### src/logic/gbg_pkg.sv
// constants for the gateway board glue: register map, reset values
// assumes a plain strobe register port on a single 25 MHz clock
package gbg_pkg;

  // ****************************************************************
  // register map, byte addresses of aligned words
  // ****************************************************************
  localparam logic [7:0] GBG_ADDR_CTRL = 8'h00; // control bits
  localparam logic [7:0] GBG_ADDR_STAT = 8'h04; // sensed levels
  localparam logic [7:0] GBG_ADDR_ID = 8'h08; // block id

  // ****************************************************************
  // control word field positions
  // ****************************************************************
  localparam int GBG_B_PU1 = 0; // input one pull-up enable
  localparam int GBG_B_PU2 = 1; // input two pull-up enable
  localparam int GBG_B_PU3 = 2; // input three pull-up enable
  localparam int GBG_B_RANGE = 3; // analog range select
  localparam int GBG_B_DRV3 = 4; // terminal three clamp
  localparam int GBG_B_PRED = 5; // red power led
  localparam int GBG_B_PGRN = 6; // green power led, active low
  localparam int GBG_B_PSRC = 7; // green power led source
  localparam int GBG_B_URED = 8; // red user led, active low
  localparam int GBG_B_UGRN = 9; // green user led, active low
  localparam int GBG_B_BIAS = 10; // antenna bias enable
  localparam int GBG_B_ETH = 11; // ethernet enable
  localparam int GBG_B_HOLD = 12; // power hold
  localparam int GBG_CTRL_W = 13; // control width

  // power-up control word: pu1, red, green-off, user-offs, bias,
  // ethernet and hold high; all else low
  localparam logic [12:0] GBG_CTRL_RST = 13'h1f61;

  // ****************************************************************
  // status word field positions
  // ****************************************************************
  localparam int GBG_S_IN1 = 0; // input one sense
  localparam int GBG_S_IN2 = 1; // input two sense
  localparam int GBG_S_IN3 = 2; // input three sense
  localparam int GBG_S_BTN = 3; // button sense
  localparam int GBG_S_ONOFF = 4; // on/off sense
  localparam int GBG_STAT_W = 5; // status width

  // arbitrary value, identifies nothing
  localparam logic [31:0] GBG_ID_VAL = 32'h0000_1234;
  localparam logic [31:0] GBG_ZERO = 32'h0000_0000;
  localparam int GBG_ADC_BITS = 15; // converter resolution

endpackage

### src/logic/gbg_sense_if.sv
// bundle of synchronised field sense levels between glue modules
// assumes producer and consumer share clk_i
`timescale 1ns/1ps
interface gbg_sense_if;
  logic [4:0] lvl; // synchronised terminal levels, true polarity
  modport src (output lvl);
  modport dst (input lvl);
endinterface

### src/logic/gbg_sync.sv
// two-flop synchroniser bank for the raw terminal levels
// assumes pins are asynchronous to clk_i
`timescale 1ns/1ps
module gbg_sync
  import gbg_pkg::*;
#(
  parameter int WIDTH = 5
) (
  input wire logic clk_i,
  input wire logic arst_n_i,
  input wire logic [WIDTH-1:0] pin_i,
  gbg_sense_if.src sense
);

  // ****************************************************************
  // per-bit two stage synchroniser
  // ****************************************************************
  logic [WIDTH-1:0] meta_r; // first stage, read only by stage two
  logic [WIDTH-1:0] sync_r; // second stage

  generate
    for (genvar g = 0; g < WIDTH; g++) begin : g_bit
      // reset high: idle terminal pulled up reads high
      always_ff @(posedge clk_i or negedge arst_n_i) begin
        if (!arst_n_i) begin
          meta_r[g] <= 1'b1;
          sync_r[g] <= 1'b1;
        end else begin
          meta_r[g] <= pin_i[g];
          sync_r[g] <= meta_r[g];
        end
      end
    end
  endgenerate

  assign sense.lvl = sync_r;

endmodule

### src/logic/gbg_top.sv
// gateway board glue: field inputs, led drive, power control bits
// assumes a plain strobe register master on clk_i, async pins
// Function
// [RL1] field input senses read inverted terminal
// [RL2] input one pull-up, enabled at power-up
// [RL3] input two, three pull-ups start disabled
// [RL4] range select: low 0-5V, high 0-10V
// [RL5] drive high clamps terminal three low
// [RL6] button sense high released, low pressed
// [RL7] red power led active high, starts lit
// [RL8] green power led active low, starts off
// [RL9] source select: high control, low wan
// [RL10] user leds active low, start off
// [RL11] antenna bias enable high, starts on
// [RL12] ethernet enable high, default active
// [RL13] power hold high keeps unit powered
// [RL14] on/off sense inverts external line
// [RL15] firmware drops hold before turning off
// [RL16] controls take defaults, hold until written
//
// Design decisions made here: the register addresses and the address-and-strobe port.
`timescale 1ns/1ps
module gbg_top
  import gbg_pkg::*;
(
  input wire logic clk_i,
  input wire logic arst_n_i,
  // register port
  input wire logic [7:0] reg_addr_i,
  input wire logic [31:0] reg_wdata_i,
  input wire logic reg_wr_i,
  input wire logic reg_rd_i,
  output logic [31:0] reg_rdata_o,
  // field terminals and board inputs
  input wire logic field_input_one_i,
  input wire logic field_input_two_i,
  input wire logic field_terminal_three_i,
  input wire logic button_n_i,
  input wire logic onoff_line_i,
  input wire logic wan_activity_n_i,
  // board controls
  output logic input_one_pullup_en_o,
  output logic input_two_pullup_en_o,
  output logic input_three_pullup_en_o,
  output logic analog_range_sel_o,
  output logic terminal_three_o,
  output logic terminal_three_oe_o,
  output logic power_led_red_o,
  output logic power_led_green_n_o,
  output logic user_led_red_n_o,
  output logic user_led_green_n_o,
  output logic antenna_bias_en_o,
  output logic ethernet_en_o,
  output logic power_hold_o,
  output logic power_on_o
);

  // ****************************************************************
  // pin synchronisation
  // ****************************************************************
  gbg_sense_if sense (); // synchronised terminal levels
  logic wan_m_r; // wan activity first stage
  logic wan_s_r; // wan activity second stage
  logic [GBG_STAT_W-1:0] stat_w; // sensed levels as firmware sees

  gbg_sync #(
    .WIDTH(GBG_STAT_W)
  ) u_sync (
    .clk_i(clk_i),
    .arst_n_i(arst_n_i),
    .pin_i({onoff_line_i, button_n_i, field_terminal_three_i,
            field_input_two_i, field_input_one_i}),
    .sense(sense)
  );

  // wan activity is a board pin too, so it gets its own pair
  always_ff @(posedge clk_i or negedge arst_n_i) begin
    if (!arst_n_i) begin
      wan_m_r <= 1'b1;
      wan_s_r <= 1'b1;
    end else begin
      wan_m_r <= wan_activity_n_i;
      wan_s_r <= wan_m_r;
    end
  end

  // sense polarity: grounded terminal reads high
  always_comb begin
    stat_w[GBG_S_IN1] = ~sense.lvl[GBG_S_IN1]; // see RL1
    stat_w[GBG_S_IN2] = ~sense.lvl[GBG_S_IN2]; // see RL1
    stat_w[GBG_S_IN3] = ~sense.lvl[GBG_S_IN3]; // see RL1
    // button line idles high, pressing pulls it low
    stat_w[GBG_S_BTN] = sense.lvl[GBG_S_BTN]; // see RL6
    // low external on/off means off, reads as high
    stat_w[GBG_S_ONOFF] = ~sense.lvl[GBG_S_ONOFF]; // see RL14
  end

  // ****************************************************************
  // control register
  // ****************************************************************
  logic [GBG_CTRL_W-1:0] ctrl_r; // firmware control bits
  logic wr_ctrl; // write to control word

  assign wr_ctrl = reg_wr_i && (reg_addr_i == GBG_ADDR_CTRL);

  // defaults at power-up, kept until written
  always_ff @(posedge clk_i or negedge arst_n_i) begin
    if (!arst_n_i) begin
      ctrl_r <= GBG_CTRL_RST; // see RL16 RL2 RL3 RL4 RL7 RL8
    end else if (wr_ctrl) begin
      ctrl_r <= reg_wdata_i[GBG_CTRL_W-1:0]; // see RL16
    end
  end

  // ****************************************************************
  // read path, data valid the cycle after the strobe only
  // ****************************************************************
  always_ff @(posedge clk_i or negedge arst_n_i) begin
    if (!arst_n_i) begin
      reg_rdata_o <= GBG_ZERO;
    end else if (reg_rd_i) begin
      case (reg_addr_i)
        GBG_ADDR_CTRL: begin
          reg_rdata_o <= {19'h0, ctrl_r};
        end
        GBG_ADDR_STAT: begin
          reg_rdata_o <= {27'h0, stat_w};
        end
        GBG_ADDR_ID: begin
          reg_rdata_o <= GBG_ID_VAL;
        end
        // unmapped reads return zero
        default: begin
          reg_rdata_o <= GBG_ZERO;
        end
      endcase
    end else begin
      // data stands one cycle only
      reg_rdata_o <= GBG_ZERO;
    end
  end

  // ****************************************************************
  // output drivers, all registered
  // ****************************************************************
  logic green_mux; // green power led after source select
  logic onoff_on; // external line says on

  // dedicated control when select high, wan activity otherwise
  assign green_mux = ctrl_r[GBG_B_PSRC] ? ctrl_r[GBG_B_PGRN]
                                        : wan_s_r; // see RL9
  assign onoff_on = sense.lvl[GBG_S_ONOFF];

  always_ff @(posedge clk_i or negedge arst_n_i) begin
    if (!arst_n_i) begin
      input_one_pullup_en_o <= 1'b1;
      input_two_pullup_en_o <= 1'b0;
      input_three_pullup_en_o <= 1'b0;
      analog_range_sel_o <= 1'b0;
      terminal_three_o <= 1'b0;
      terminal_three_oe_o <= 1'b0;
      power_led_red_o <= 1'b1;
      power_led_green_n_o <= 1'b1;
      user_led_red_n_o <= 1'b1;
      user_led_green_n_o <= 1'b1;
      antenna_bias_en_o <= 1'b1;
      ethernet_en_o <= 1'b1;
      power_hold_o <= 1'b1;
      power_on_o <= 1'b1;
    end else begin
      input_one_pullup_en_o <= ctrl_r[GBG_B_PU1]; // see RL2
      input_two_pullup_en_o <= ctrl_r[GBG_B_PU2]; // see RL3
      input_three_pullup_en_o <= ctrl_r[GBG_B_PU3]; // see RL3
      analog_range_sel_o <= ctrl_r[GBG_B_RANGE]; // see RL4
      // open drain: drive low when clamped, else float
      terminal_three_o <= 1'b0; // see RL5
      terminal_three_oe_o <= ctrl_r[GBG_B_DRV3]; // see RL5
      power_led_red_o <= ctrl_r[GBG_B_PRED]; // see RL7
      power_led_green_n_o <= green_mux; // see RL8
      user_led_red_n_o <= ctrl_r[GBG_B_URED]; // see RL10
      user_led_green_n_o <= ctrl_r[GBG_B_UGRN]; // see RL10
      antenna_bias_en_o <= ctrl_r[GBG_B_BIAS]; // see RL11
      ethernet_en_o <= ctrl_r[GBG_B_ETH]; // see RL12
      power_hold_o <= ctrl_r[GBG_B_HOLD]; // see RL13
      // hold keeps power whatever the line; firmware must drop it
      power_on_o <= ctrl_r[GBG_B_HOLD] | onoff_on; // see RL13 RL15
    end
  end

  // ****************************************************************
  // assertions
  // ****************************************************************
  property p_in_sense;
    @(posedge clk_i) disable iff (!arst_n_i)
    $fell(field_input_one_i) |-> ##3 stat_w[GBG_S_IN1];
  endproperty
  a_in_sense: assert property (p_in_sense) // see RL1
    else $error("input one sense not inverted");

  property p_btn;
    @(posedge clk_i) disable iff (!arst_n_i)
    $fell(button_n_i) ##1 !button_n_i [*2] |-> !stat_w[GBG_S_BTN];
  endproperty
  a_btn: assert property (p_btn) // see RL6
    else $error("button press not sensed");

  property p_onoff;
    @(posedge clk_i) disable iff (!arst_n_i)
    $rose(onoff_line_i) ##1 onoff_line_i [*2] |-> !stat_w[GBG_S_ONOFF];
  endproperty
  a_onoff: assert property (p_onoff) // see RL14
    else $error("on/off sense not inverted");

  property p_clamp;
    @(posedge clk_i) disable iff (!arst_n_i)
    wr_ctrl ##1 1'b1 |=>
      terminal_three_oe_o == $past(reg_wdata_i[GBG_B_DRV3], 2)
      && !terminal_three_o;
  endproperty
  a_clamp: assert property (p_clamp) // see RL5
    else $error("terminal three clamp wrong");

  property p_green_src;
    @(posedge clk_i) disable iff (!arst_n_i)
    !ctrl_r[GBG_B_PSRC] |=> power_led_green_n_o == $past(wan_s_r);
  endproperty
  a_green_src: assert property (p_green_src) // see RL9
    else $error("green led not from wan activity");

  property p_hold;
    @(posedge clk_i) disable iff (!arst_n_i)
    ctrl_r[GBG_B_HOLD] |=> power_on_o;
  endproperty
  a_hold: assert property (p_hold) // see RL13
    else $error("power dropped under hold");

  property p_keep;
    @(posedge clk_i) disable iff (!arst_n_i)
    !wr_ctrl |=> $stable(ctrl_r);
  endproperty
  a_keep: assert property (p_keep) // see RL16
    else $error("control changed without write");

  property p_led;
    @(posedge clk_i) disable iff (!arst_n_i)
    wr_ctrl ##1 !wr_ctrl |=>
      user_led_red_n_o == $past(reg_wdata_i[GBG_B_URED], 2)
      && power_led_red_o == $past(reg_wdata_i[GBG_B_PRED], 2);
  endproperty
  a_led: assert property (p_led) // see RL7 RL10
    else $error("led drive does not follow write");

  // ****************************************************************
  // more assertions: sense, pull-ups, range, enables, power release
  // ****************************************************************
  // terminal two shares the inverted sense of input one
  property p_in2_sense;
    @(posedge clk_i) disable iff (!arst_n_i)
    $rose(field_input_two_i) ##1 field_input_two_i [*2]
      |-> !stat_w[GBG_S_IN2];
  endproperty
  a_in2_sense: assert property (p_in2_sense) // see RL1
    else $error("input two sense not inverted");

  // a grounded terminal three reads high, clamped or driven from afar
  property p_in3_sense;
    @(posedge clk_i) disable iff (!arst_n_i)
    $fell(field_terminal_three_i) ##1 !field_terminal_three_i [*2]
      |-> stat_w[GBG_S_IN3];
  endproperty
  a_in3_sense: assert property (p_in3_sense) // see RL1
    else $error("input three sense not inverted");

  // pull-up enables land two edges after the write strobe
  property p_pullups;
    @(posedge clk_i) disable iff (!arst_n_i)
    wr_ctrl ##1 1'b1 |=>
      input_one_pullup_en_o == $past(reg_wdata_i[GBG_B_PU1], 2)
      && input_two_pullup_en_o == $past(reg_wdata_i[GBG_B_PU2], 2)
      && input_three_pullup_en_o == $past(reg_wdata_i[GBG_B_PU3], 2);
  endproperty
  a_pullups: assert property (p_pullups) // see RL2 RL3
    else $error("pull-up enable does not follow write");

  // range select reaches the converter front end unchanged
  property p_range;
    @(posedge clk_i) disable iff (!arst_n_i)
    wr_ctrl ##1 1'b1 |=>
      analog_range_sel_o == $past(reg_wdata_i[GBG_B_RANGE], 2);
  endproperty
  a_range: assert property (p_range) // see RL4
    else $error("range select does not follow write");

  // bias, ethernet and hold are plain active-high copies
  property p_enables;
    @(posedge clk_i) disable iff (!arst_n_i)
    wr_ctrl ##1 1'b1 |=>
      antenna_bias_en_o == $past(reg_wdata_i[GBG_B_BIAS], 2)
      && ethernet_en_o == $past(reg_wdata_i[GBG_B_ETH], 2)
      && power_hold_o == $past(reg_wdata_i[GBG_B_HOLD], 2);
  endproperty
  a_enables: assert property (p_enables) // see RL11 RL12 RL13
    else $error("enable does not follow write");

  // with select high the dedicated active-low bit drives green
  property p_green_own;
    @(posedge clk_i) disable iff (!arst_n_i)
    ctrl_r[GBG_B_PSRC] |=>
      power_led_green_n_o == $past(ctrl_r[GBG_B_PGRN]);
  endproperty
  a_green_own: assert property (p_green_own) // see RL8 RL9
    else $error("green led not from its own control");

  // user green led, active low like user red
  property p_user_green;
    @(posedge clk_i) disable iff (!arst_n_i)
    wr_ctrl ##1 1'b1 |=>
      user_led_green_n_o == $past(reg_wdata_i[GBG_B_UGRN], 2);
  endproperty
  a_user_green: assert property (p_user_green) // see RL10
    else $error("user green led does not follow write");

  // hold released: the external line alone decides power
  property p_release;
    @(posedge clk_i) disable iff (!arst_n_i)
    !ctrl_r[GBG_B_HOLD] |=> power_on_o == $past(onoff_on);
  endproperty
  a_release: assert property (p_release) // see RL13 RL14
    else $error("power does not follow line when released");

endmodule

### config.mk
export PLATFORM = sky130hd
export DESIGN_NAME = gbg_top
export DESIGN_NICKNAME = d
export VERILOG_FILES = /design/src/logic/gbg_pkg.sv /design/src/logic/gbg_sense_if.sv /design/src/logic/gbg_sync.sv /design/src/logic/gbg_top.sv
export SDC_FILE = /design/constraint.sdc
export NUM_CORES = 1
export LEC_CHECK = 0
export BUFFER_PORTS_ARGS = -buffer_cell sky130_fd_sc_hd__buf_2
export CORE_MARGIN = 8
export CORE_UTILIZATION = 47
export CTS_BUF_LIST = sky130_fd_sc_hd__clkbuf_4
export DETAILED_ROUTE_END_ITERATION = 10
export GPL_TIMING_DRIVEN = 0
export MAX_ROUTING_LAYER = met4
export PLACE_DENSITY_LB_ADDON = 0.3
export SLEW_MARGIN = 20
export SYNTH_ARGS = -nofsm -noshare
export SYNTH_HDL_FRONTEND = slang
export SYNTH_HIERARCHICAL = 1
export SYNTH_SLANG_ARGS = --single-unit
### constraint.sdc
create_clock -name clk_i -period 1 [get_ports clk_i]
set_input_delay 0.2 -clock clk_i [delete_from_list [all_inputs] [get_ports clk_i]]
set_output_delay 0.2 -clock clk_i [all_outputs]
set_load 0.02 [all_outputs]
# ---- Yosys cells after proc, flatten, opt, wreduce, memory -nomap -nowiden
# Cells that the tools add are included.
dict set report word_totals {
  reg_bits 70
  in_bits 50
  out_inout_bits 46
  word_cells 39
}
dict set report classes {
  eq_ne 2
  mux 3
  bitwise 5
  reduce_logical 2
}
# op count
set ops {}
lappend ops {{$pmux W13 S3} 1}
lappend ops {{$mux W32} 1}
lappend ops {{$eq A8 B3 Y1 const B} 1}
lappend ops {{$eq A8 B4 Y1 const B} 1}
lappend ops {{$logic_not A8 Y1} 1}
lappend ops {{$not A1 Y1} 4}
lappend ops {{$logic_and A1 B1 Y1} 1}
lappend ops {{$mux W1} 1}
lappend ops {{$or A1 B1 Y1} 1}

# ---- Longest topological paths before layout
# Gate-level depths: netlist of the first run.
dict set report depth {
  depth_word 3
  mapped_depth 5
}

# ---- Hierarchy
# The synthesis of the first run kept the hierarchy.
# mod n_inst cells_each area_per_inst_um2 seq_area_each_um2
set by_module_without_submodules {}
lappend by_module_without_submodules {gbg_top 1 118 1644.1 1049.8}
lappend by_module_without_submodules {gbg_sync 1 10 262.8 262.8}

# ---- Worst setup path after synthesis of the first run
# No wires, ideal clock.
dict set report synth_path {
  path_type {input port to flip-flop}
  from {in reg_addr_i[2]}
  to {reg ctrl_r[2]}
  setup_time_ns 0.125
  arrival_ns 1.218
  t_required_ns 0.875
  path_slack_ns -0.343
  cell_stages 5
  path_cell_list {clkbuf_1 -> nor2_1 -> nand4_4 -> buf_6 -> mux2_4}
}
dict set report synth_via {
  elab_chain_cells 2
}
# item line_no
set synth_rtl {}
lappend synth_rtl {{start: declaration} gbg_top.sv:29} ;# input wire logic [7:0] reg_addr_i,
lappend synth_rtl {{$logic_not A8 Y1} gbg_top.sv:104} ;# assign wr_ctrl = reg_wr_i && (reg_addr_i == GBG_ADDR_CTRL);
lappend synth_rtl {{$logic_and A1 B1 Y1} gbg_top.sv:104}
lappend synth_rtl {{end signal: assignment} gbg_top.sv:111} ;# ctrl_r <= reg_wdata_i[GBG_CTRL_W-1:0];
lappend synth_rtl {{end: declaration} gbg_top.sv:101} ;# logic [GBG_CTRL_W-1:0] ctrl_r;
# No other way between the ends.
# A chain may end at the register's enable or synchronous reset.

# ---- Final worst setup path of the first run
dict set report layout_path {
  from {reg power_led_green_n_o}
  to {out power_led_green_n_o}
}
# item line_no
set layout_lines {}
lappend layout_lines {{start: declaration} gbg_top.sv:49} ;# output logic power_led_green_n_o,
lappend layout_lines {{start signal: assignment} gbg_top.sv:179} ;# power_led_green_n_o <= green_mux;
# No word-level cell between the ends.

==> results.toml, run 1 <==
[detailed_routing]
routed_wl_um = 3900
postRouteAntennaNets = 0
first_pass_iters = 4
drtIter0Drc = 36
vias = 1141
remaining_drc_errors = 0
vias_per_cell = 4.24
wl_per_cell_um = 14.5

[synthesis]
yosysWarnings = 6
yosysUniqueCellTypes = 19
syn_area_per_cell_um2 = 14.9
ys_seq_area_frac = 0.688
ys_ff_latch = 51
syn_area_um2 = 1910
syn_inst = 128

[worst_setup_path]
cp-startpoint = "power_led_green_n_o"
worstPathCellList = "buf_6"
worst_setup_path_end_kind = "output port"
r2r-start = "u_sync/sense.lvl[4]"
critPathLaunchType = "flip-flop"
crit_required_ns = 0.80
cp_top_family = "flip-flops"
cpPeakStageDelay_ns = 0.56
rrSetupSlack_ns = 0.12
path_class = "reg2out"
r2r_end = "reg_rdata_o[4]"
crit_arrival_ns = 1.01
critPathMaxFanout = 1
critPathSlowestCell = "dfstp_2"
worst-path-buf-inv = 1
ff2ff_path_depth = 3

[floorplanning]
start_util = 0.484
ioPinCount = 96
num_rows = 23
die_x_um = 79.7
core-area_um2 = 3940
die_area_um2 = 6350
fp.dieH_um = 79.7

[status]
violations = "negative setup slack"
status = "finished, violations left"

[hold_path]
hp-class = "in2reg"
whs_endpoint = "ctrl_r[2]"
hold-path-cell-count = 2
min-delay-start = "reg_wdata_i[2]"

[clock_network]
htreeDepth = 2
clock-sinks = 51
clk_path_buf_depth = 2
cts_root_buf = "clkbuf_4"
clk_pin_slew_worst_paths_ns = 0.14
clk_latency_ns = 0.35
cts_buffers = 5
cts_tree = "built"

[placement]
io_buffer_count = 54
dp_hpwl_um = 2830
dpl.cell_count = 251
gp_congestion = 0.755

[final_layout]
drive_gt1_frac = 0.616
nNetsFinal = 268
diodes = 0
stdcell_count = 269
area_growth_pct = 40.3

[sta]
setup_viol = 37
layout_setup_ws_ns = -0.212
slew_headroom = 0.603
hold_viol_final = 0
slew_viol_final = 0
fmax_ghz = 0.825
tightest_slew_ns = 0.595
finalCritPeriodShare = 1.21
fin_tns_setup_ns = -3.62
skew_ns = 0.00961
hold_slack_ns = 0.0691
period_needed_ns = 1.21
rsz0062_at_grt = "true"

[global_route]
grt_overflow = 0
grt_usage = 0.126
grt_pass1_wl_um = 5960
grt_max_degree = 52
grt_pass1_vias = 1199
antenna_found_initial = 0

[flow_run]
max_cap_violations = 0

[power_and_ir_drop]
p_leak_nw = 1.35
powerDensity_nw_per_um2 = 1340
vdd_drop_max_uv = 917
## synth_stat cells
cell type / n / share of area
dfstp_2: 29 / 0.40
dfrtp_1: 22 / 0.29
buf_4: 20 / 0.079
nor2_1: 18 / 0.035
mux2_4: 10 / 0.079
inv_1: 7 / 0.014
mux2_2: 4 / 0.024
mux2i_1: 3 / 0.016
clkbuf_1: 2 / 0.0039
nand4b_1: 2 / 0.0092
o21ai_0: 2 / 0.0052
o31ai_1: 2 / 0.0079
buf_6: 1 / 0.0059
conb_1: 1 / 0.0020
nand3_1: 1 / 0.0026
nand4_1: 1 / 0.0033
nand4_4: 1 / 0.011
nor4_4: 1 / 0.011
or2_2: 1 / 0.0033
## routing by layer
| layer | track usage | part of all wire | vias up |
|---|---|---|---|
| met5 | - | 0 | - |
| met4 | 0.0593 | 0.014 | 0 |
| met3 | 0.0372 | 0.064 | 6 |
| met2 | 0.226 | 0.58 | 36 |
| met1 | 0.122 | 0.34 | 550 |
| li1 | - | - | 549 |
## layout make-up
| cell class | count | area, um2 |
|---|---|---|
| Fill cell | 299 | 1270 |
| Tap cell | 50 | 62.6 |
| Sequential cell | 51 | 1310 |
| Multi-Input combinational cell | 66 | 475 |
| Clock buffer | 6 | 45.0 |
| Clock inverter | 2 | 12.5 |
| Inverter | 7 | 26.3 |
| Buffer | 23 | 179 |
| Timing Repair Buffer | 64 | 562 |
## sequential cells by signal, summed over array words and instances, names as in the netlist, 5 cells and up
| signal | cells |
|---|---|
| u_sync/sense.lvl | 5 |
| u_sync/meta_r | 5 |
| reg_rdata_o | 13 |
| ctrl_r | 13 |
## through the flow
stage | utilization | power (W) | worst slack, ns | area, um2
2_1_floorplan | - | 0.00249 | -0.333 | 1980
3_3_place_gp | 0.587 | 0.00262 | -0.546 | 2310
3_5_place_dp | 0.587 | 0.00264 | -0.576 | 2310
4_1_cts | 0.674 | 0.00361 | -0.240 | 2660
5_1_grt | 0.679 | 0.00376 | -0.272 | 2680
6_report | 0.679 | 0.00357 | -0.212 | 2680
## power breakdown
group | internal [W] | switching, W | leakage [nW]
registers | 0.00218 | 0.0000397 | 0.608
logic | 0.000220 | 0.000228 | 0.709
clock network | 0.000300 | 0.000601 | 0.0317
## cell usage in the layout, fill, tap and decap left out, types with 3 or more instances in the layout
| master | synthesis | routed |
|---|---|---|
| mux2_2 | 4 | 4 |
| dfstp_2 | 29 | 29 |
| mux2i_1 | 3 | 3 |
| nor2_1 | 18 | 16 |
| buf_2 | 0 | 25 |
| conb_1 | 1 | 20 |
| dlygate4sd3_1 | 0 | 7 |
| inv_1 | 7 | 7 |
| buf_6 | 1 | 29 |
| buf_4 | 20 | 22 |
| mux2_4 | 10 | 10 |
| clkbuf_4 | 0 | 6 |
| dfrtp_1 | 22 | 22 |
## repair_timing
action / in CTS / in global routing
setup endpoints to repair: 36 / 42
gates resized for setup: 57 / 5
cloned: 1 / 0
pin swaps: 2 / 3
hold buffers: 6 / 1
buffers inserted: 2 / 0
endpoints found under the hold margin: 6 / 22
## cell families after synthesis
family                 Yosys count  synth area share
flip-flops                      51             0.688
buffers and inverters           30             0.102
multiplexers                    17             0.118
other                            1           0.00197
AND/OR/NAND/NOR                 25            0.0761
AO/OA/AOI/OAI                    4            0.0131
## worst register-to-register path, cell delays in order, from the launching register on
cell     delay (ns)
dfstp_2        0.55
o21ai_0        0.08
o31ai_1        0.09
nor2_1         0.06
## how the worst max path moves through the flow
stage                     slack (ns)  depth (start not counted)             endpoint
final                          -0.21                          1  power_led_green_n_o
after global routing           -0.27                          1    antenna_bias_en_o
after CTS                      -0.24                          1    antenna_bias_en_o
after detailed placement       -0.58                          5            ctrl_r[4]
after global placement         -0.55                          5            ctrl_r[7]
after floorplan                -0.33                          4            ctrl_r[2]
(Power assumes the default switching activity.)
==> inputs of run 2 (changes only) <==
--- a/constraint.sdc
+++ b/constraint.sdc
@@ -3,2 +3,2 @@
 set_output_delay 0.2 -clock clk_i [all_outputs]
-set_load 0.02 [all_outputs]
+set_load 0.1 [all_outputs]
==> results.toml, run 2 (synthesis gave the netlist of run 1 again) <==
[power_and_ir_drop]
vdd_drop_max_uv = 986
p_leak_nw = 1.37
powerDensity_nw_per_um2 = 1480

[final_layout]
fill_cells = 255
final_cell_mix = "buf_2 (25), buf_4 (22), conb_1 (20), dfstp_2 (20), dfrtp_2 (17)"
diodes = 0
nNetsFinal = 268
multiInputGateArea_um2 = 475
stdcell_count = 269
regArea_um2 = 1370
largestRegisters = "ctrl_r: 13 flops, reg_rdata_o: 13 flops"
drive_gt1_frac = 0.689
final_common_cell = "buf_2"
area_growth_pct = 51.0

[floorplanning]
ioPinCount = 96
die_x_um = 79.7
start_util = 0.484
num_rows = 23
die_area_um2 = 6350
fp.dieH_um = 79.7
core-area_um2 = 3940

[placement]
dpl.cell_count = 251
dp_hpwl_um = 2740
io_buffer_count = 54
gp_congestion = 0.692
post-place-ws_ns = -0.564

[worst_setup_path]
worstPathCellList = "buf_12"
critPathLaunchType = "flip-flop"
r2r_end = "reg_rdata_o[1]"
cp_top_family = "flip-flops"
rrSetupSlack_ns = 0.14
cp-startpoint = "input_one_pullup_en_o"
cpPeakStageDelay_ns = 0.65
critPathMaxFanout = 1
crit_required_ns = 0.80
worst-path-buf-inv = 1
r2r-start = "u_sync/sense.lvl[1]"
critPathSlowestCell = "dfstp_4"
ff2ff_path_depth = 3
crit_arrival_ns = 1.18
worst_setup_path_end_kind = "output port"
path_class = "reg2out"

[detailed_routing]
first_pass_iters = 4
wl_per_cell_um = 14.3
drtIter0Drc = 30
remaining_drc_errors = 0
vias_per_cell = 4.35
vias = 1169
routed_wl_um = 3860
postRouteAntennaNets = 0

[clock_network]
clk_pin_slew_worst_paths_ns = 0.14
cts_tree = "built"
cts_root_buf = "clkbuf_4"
htreeDepth = 2
cts_buffers = 5
clock-sinks = 51
clk_latency_ns = 0.36
clk_path_buf_depth = 2

[status]
status = "finished, violations left"
violations = "negative setup slack"

[hold_path]
min-delay-start = "reg_wdata_i[2]"
whs_endpoint = "ctrl_r[2]"
hold-path-cell-count = 2
hp-class = "in2reg"

[sta]
period_needed_ns = 1.38
skew_ns = 0.0115
slew_headroom = 0.612
fmax_ghz = 0.726
tightest_slew_ns = 0.582
slew_viol_final = 0
finalCritPeriodShare = 1.38
rsz0062_at_grt = "true"
layout_setup_ws_ns = -0.377
setup_viol = 37
hold_viol_final = 0

[global_route]
antenna_found_initial = 0
grt_max_degree = 52
grt_pass1_vias = 1287
grt_overflow = 0
grt_usage = 0.132
grt_pass1_wl_um = 6180

[flow_run]
max_cap_violations = 0
run 2: worst register-to-register path, stage by stage, from the launching register on:
cell and delay [ns]:
dfstp_2 0.54, inv_1 0.03, mux2i_1 0.14, nor2_1 0.05
run 2: routing by layer:
| layer | up-vias | routed length, um | GRT usage | part of all wire |
|---|---|---|---|---|
| li1 | 550 | - | - | - |
| met1 | 562 | 1270 | 0.122 | 0.33 |
| met2 | 46 | 2240 | 0.239 | 0.58 |
| met3 | 11 | 240 | 0.0349 | 0.062 |
| met4 | 0 | 110 | 0.0759 | 0.029 |
| met5 | - | 0 | - | 0 |
run 2: layout make-up:
type                            instances  area share
Buffer                                 23      0.0621
Sequential cell                        51       0.475
Timing Repair Buffer                   64       0.241
Clock inverter                          3      0.0135
Multi-Input combinational cell         66       0.165
Clock buffer                            5      0.0130
Inverter                                7     0.00912
Tap cell                               50      0.0217
run 2: what timing repair did:
item                                    CTS  global route
resized for setup                        85             8
endpoints found under the hold margin     6            22
endpoints found under the setup margin   37            39
hold buffers                              6             1
gates cloned                              1             0
buffers inserted                          2             0
pin swaps                                 2             2
run 2: per-stage QoR:
step | setup TNS (ns) | area, um2 | util | power, W | hold slack, ns
after floorplan | -3.45 | 2040 | - | 0.00292 | -0.0956
after global placement | -13.40 | 2370 | 0.601 | 0.00305 | 0.306
after detailed placement | -15.18 | 2370 | 0.601 | 0.00307 | 0.307
after CTS | -7.10 | 2840 | 0.721 | 0.00428 | 0.0412
after global routing | -7.43 | 2880 | 0.731 | 0.00444 | 0.0414
final | -6.36 | 2880 | 0.731 | 0.00425 | 0.0630
run 2: power breakdown:
part | total [W] | internal, W | switching (W)
Clock | 0.00110 | 0.000515 | 0.000588
Sequential | 0.00224 | 0.00219 | 0.0000466
Combinational | 0.000908 | 0.000260 | 0.000649
Total | 0.00425 | 0.00297 | 0.00128
run 2: how the worst max path moves through the flow:
| stage | endpoint | slack [ns] | cells past startpoint |
|---|---|---|---|
| 2_1_floorplan | ctrl_r[2] | -0.33 | 4 |
| 3_3_place_gp | ctrl_r[7] | -0.55 | 5 |
| 3_5_place_dp | ctrl_r[7] | -0.56 | 5 |
| 4_1_cts | power_led_red_o | -0.39 | 1 |
| 5_1_grt | user_led_red_n_o | -0.42 | 1 |
| 6_report | input_one_pullup_en_o | -0.38 | 1 |
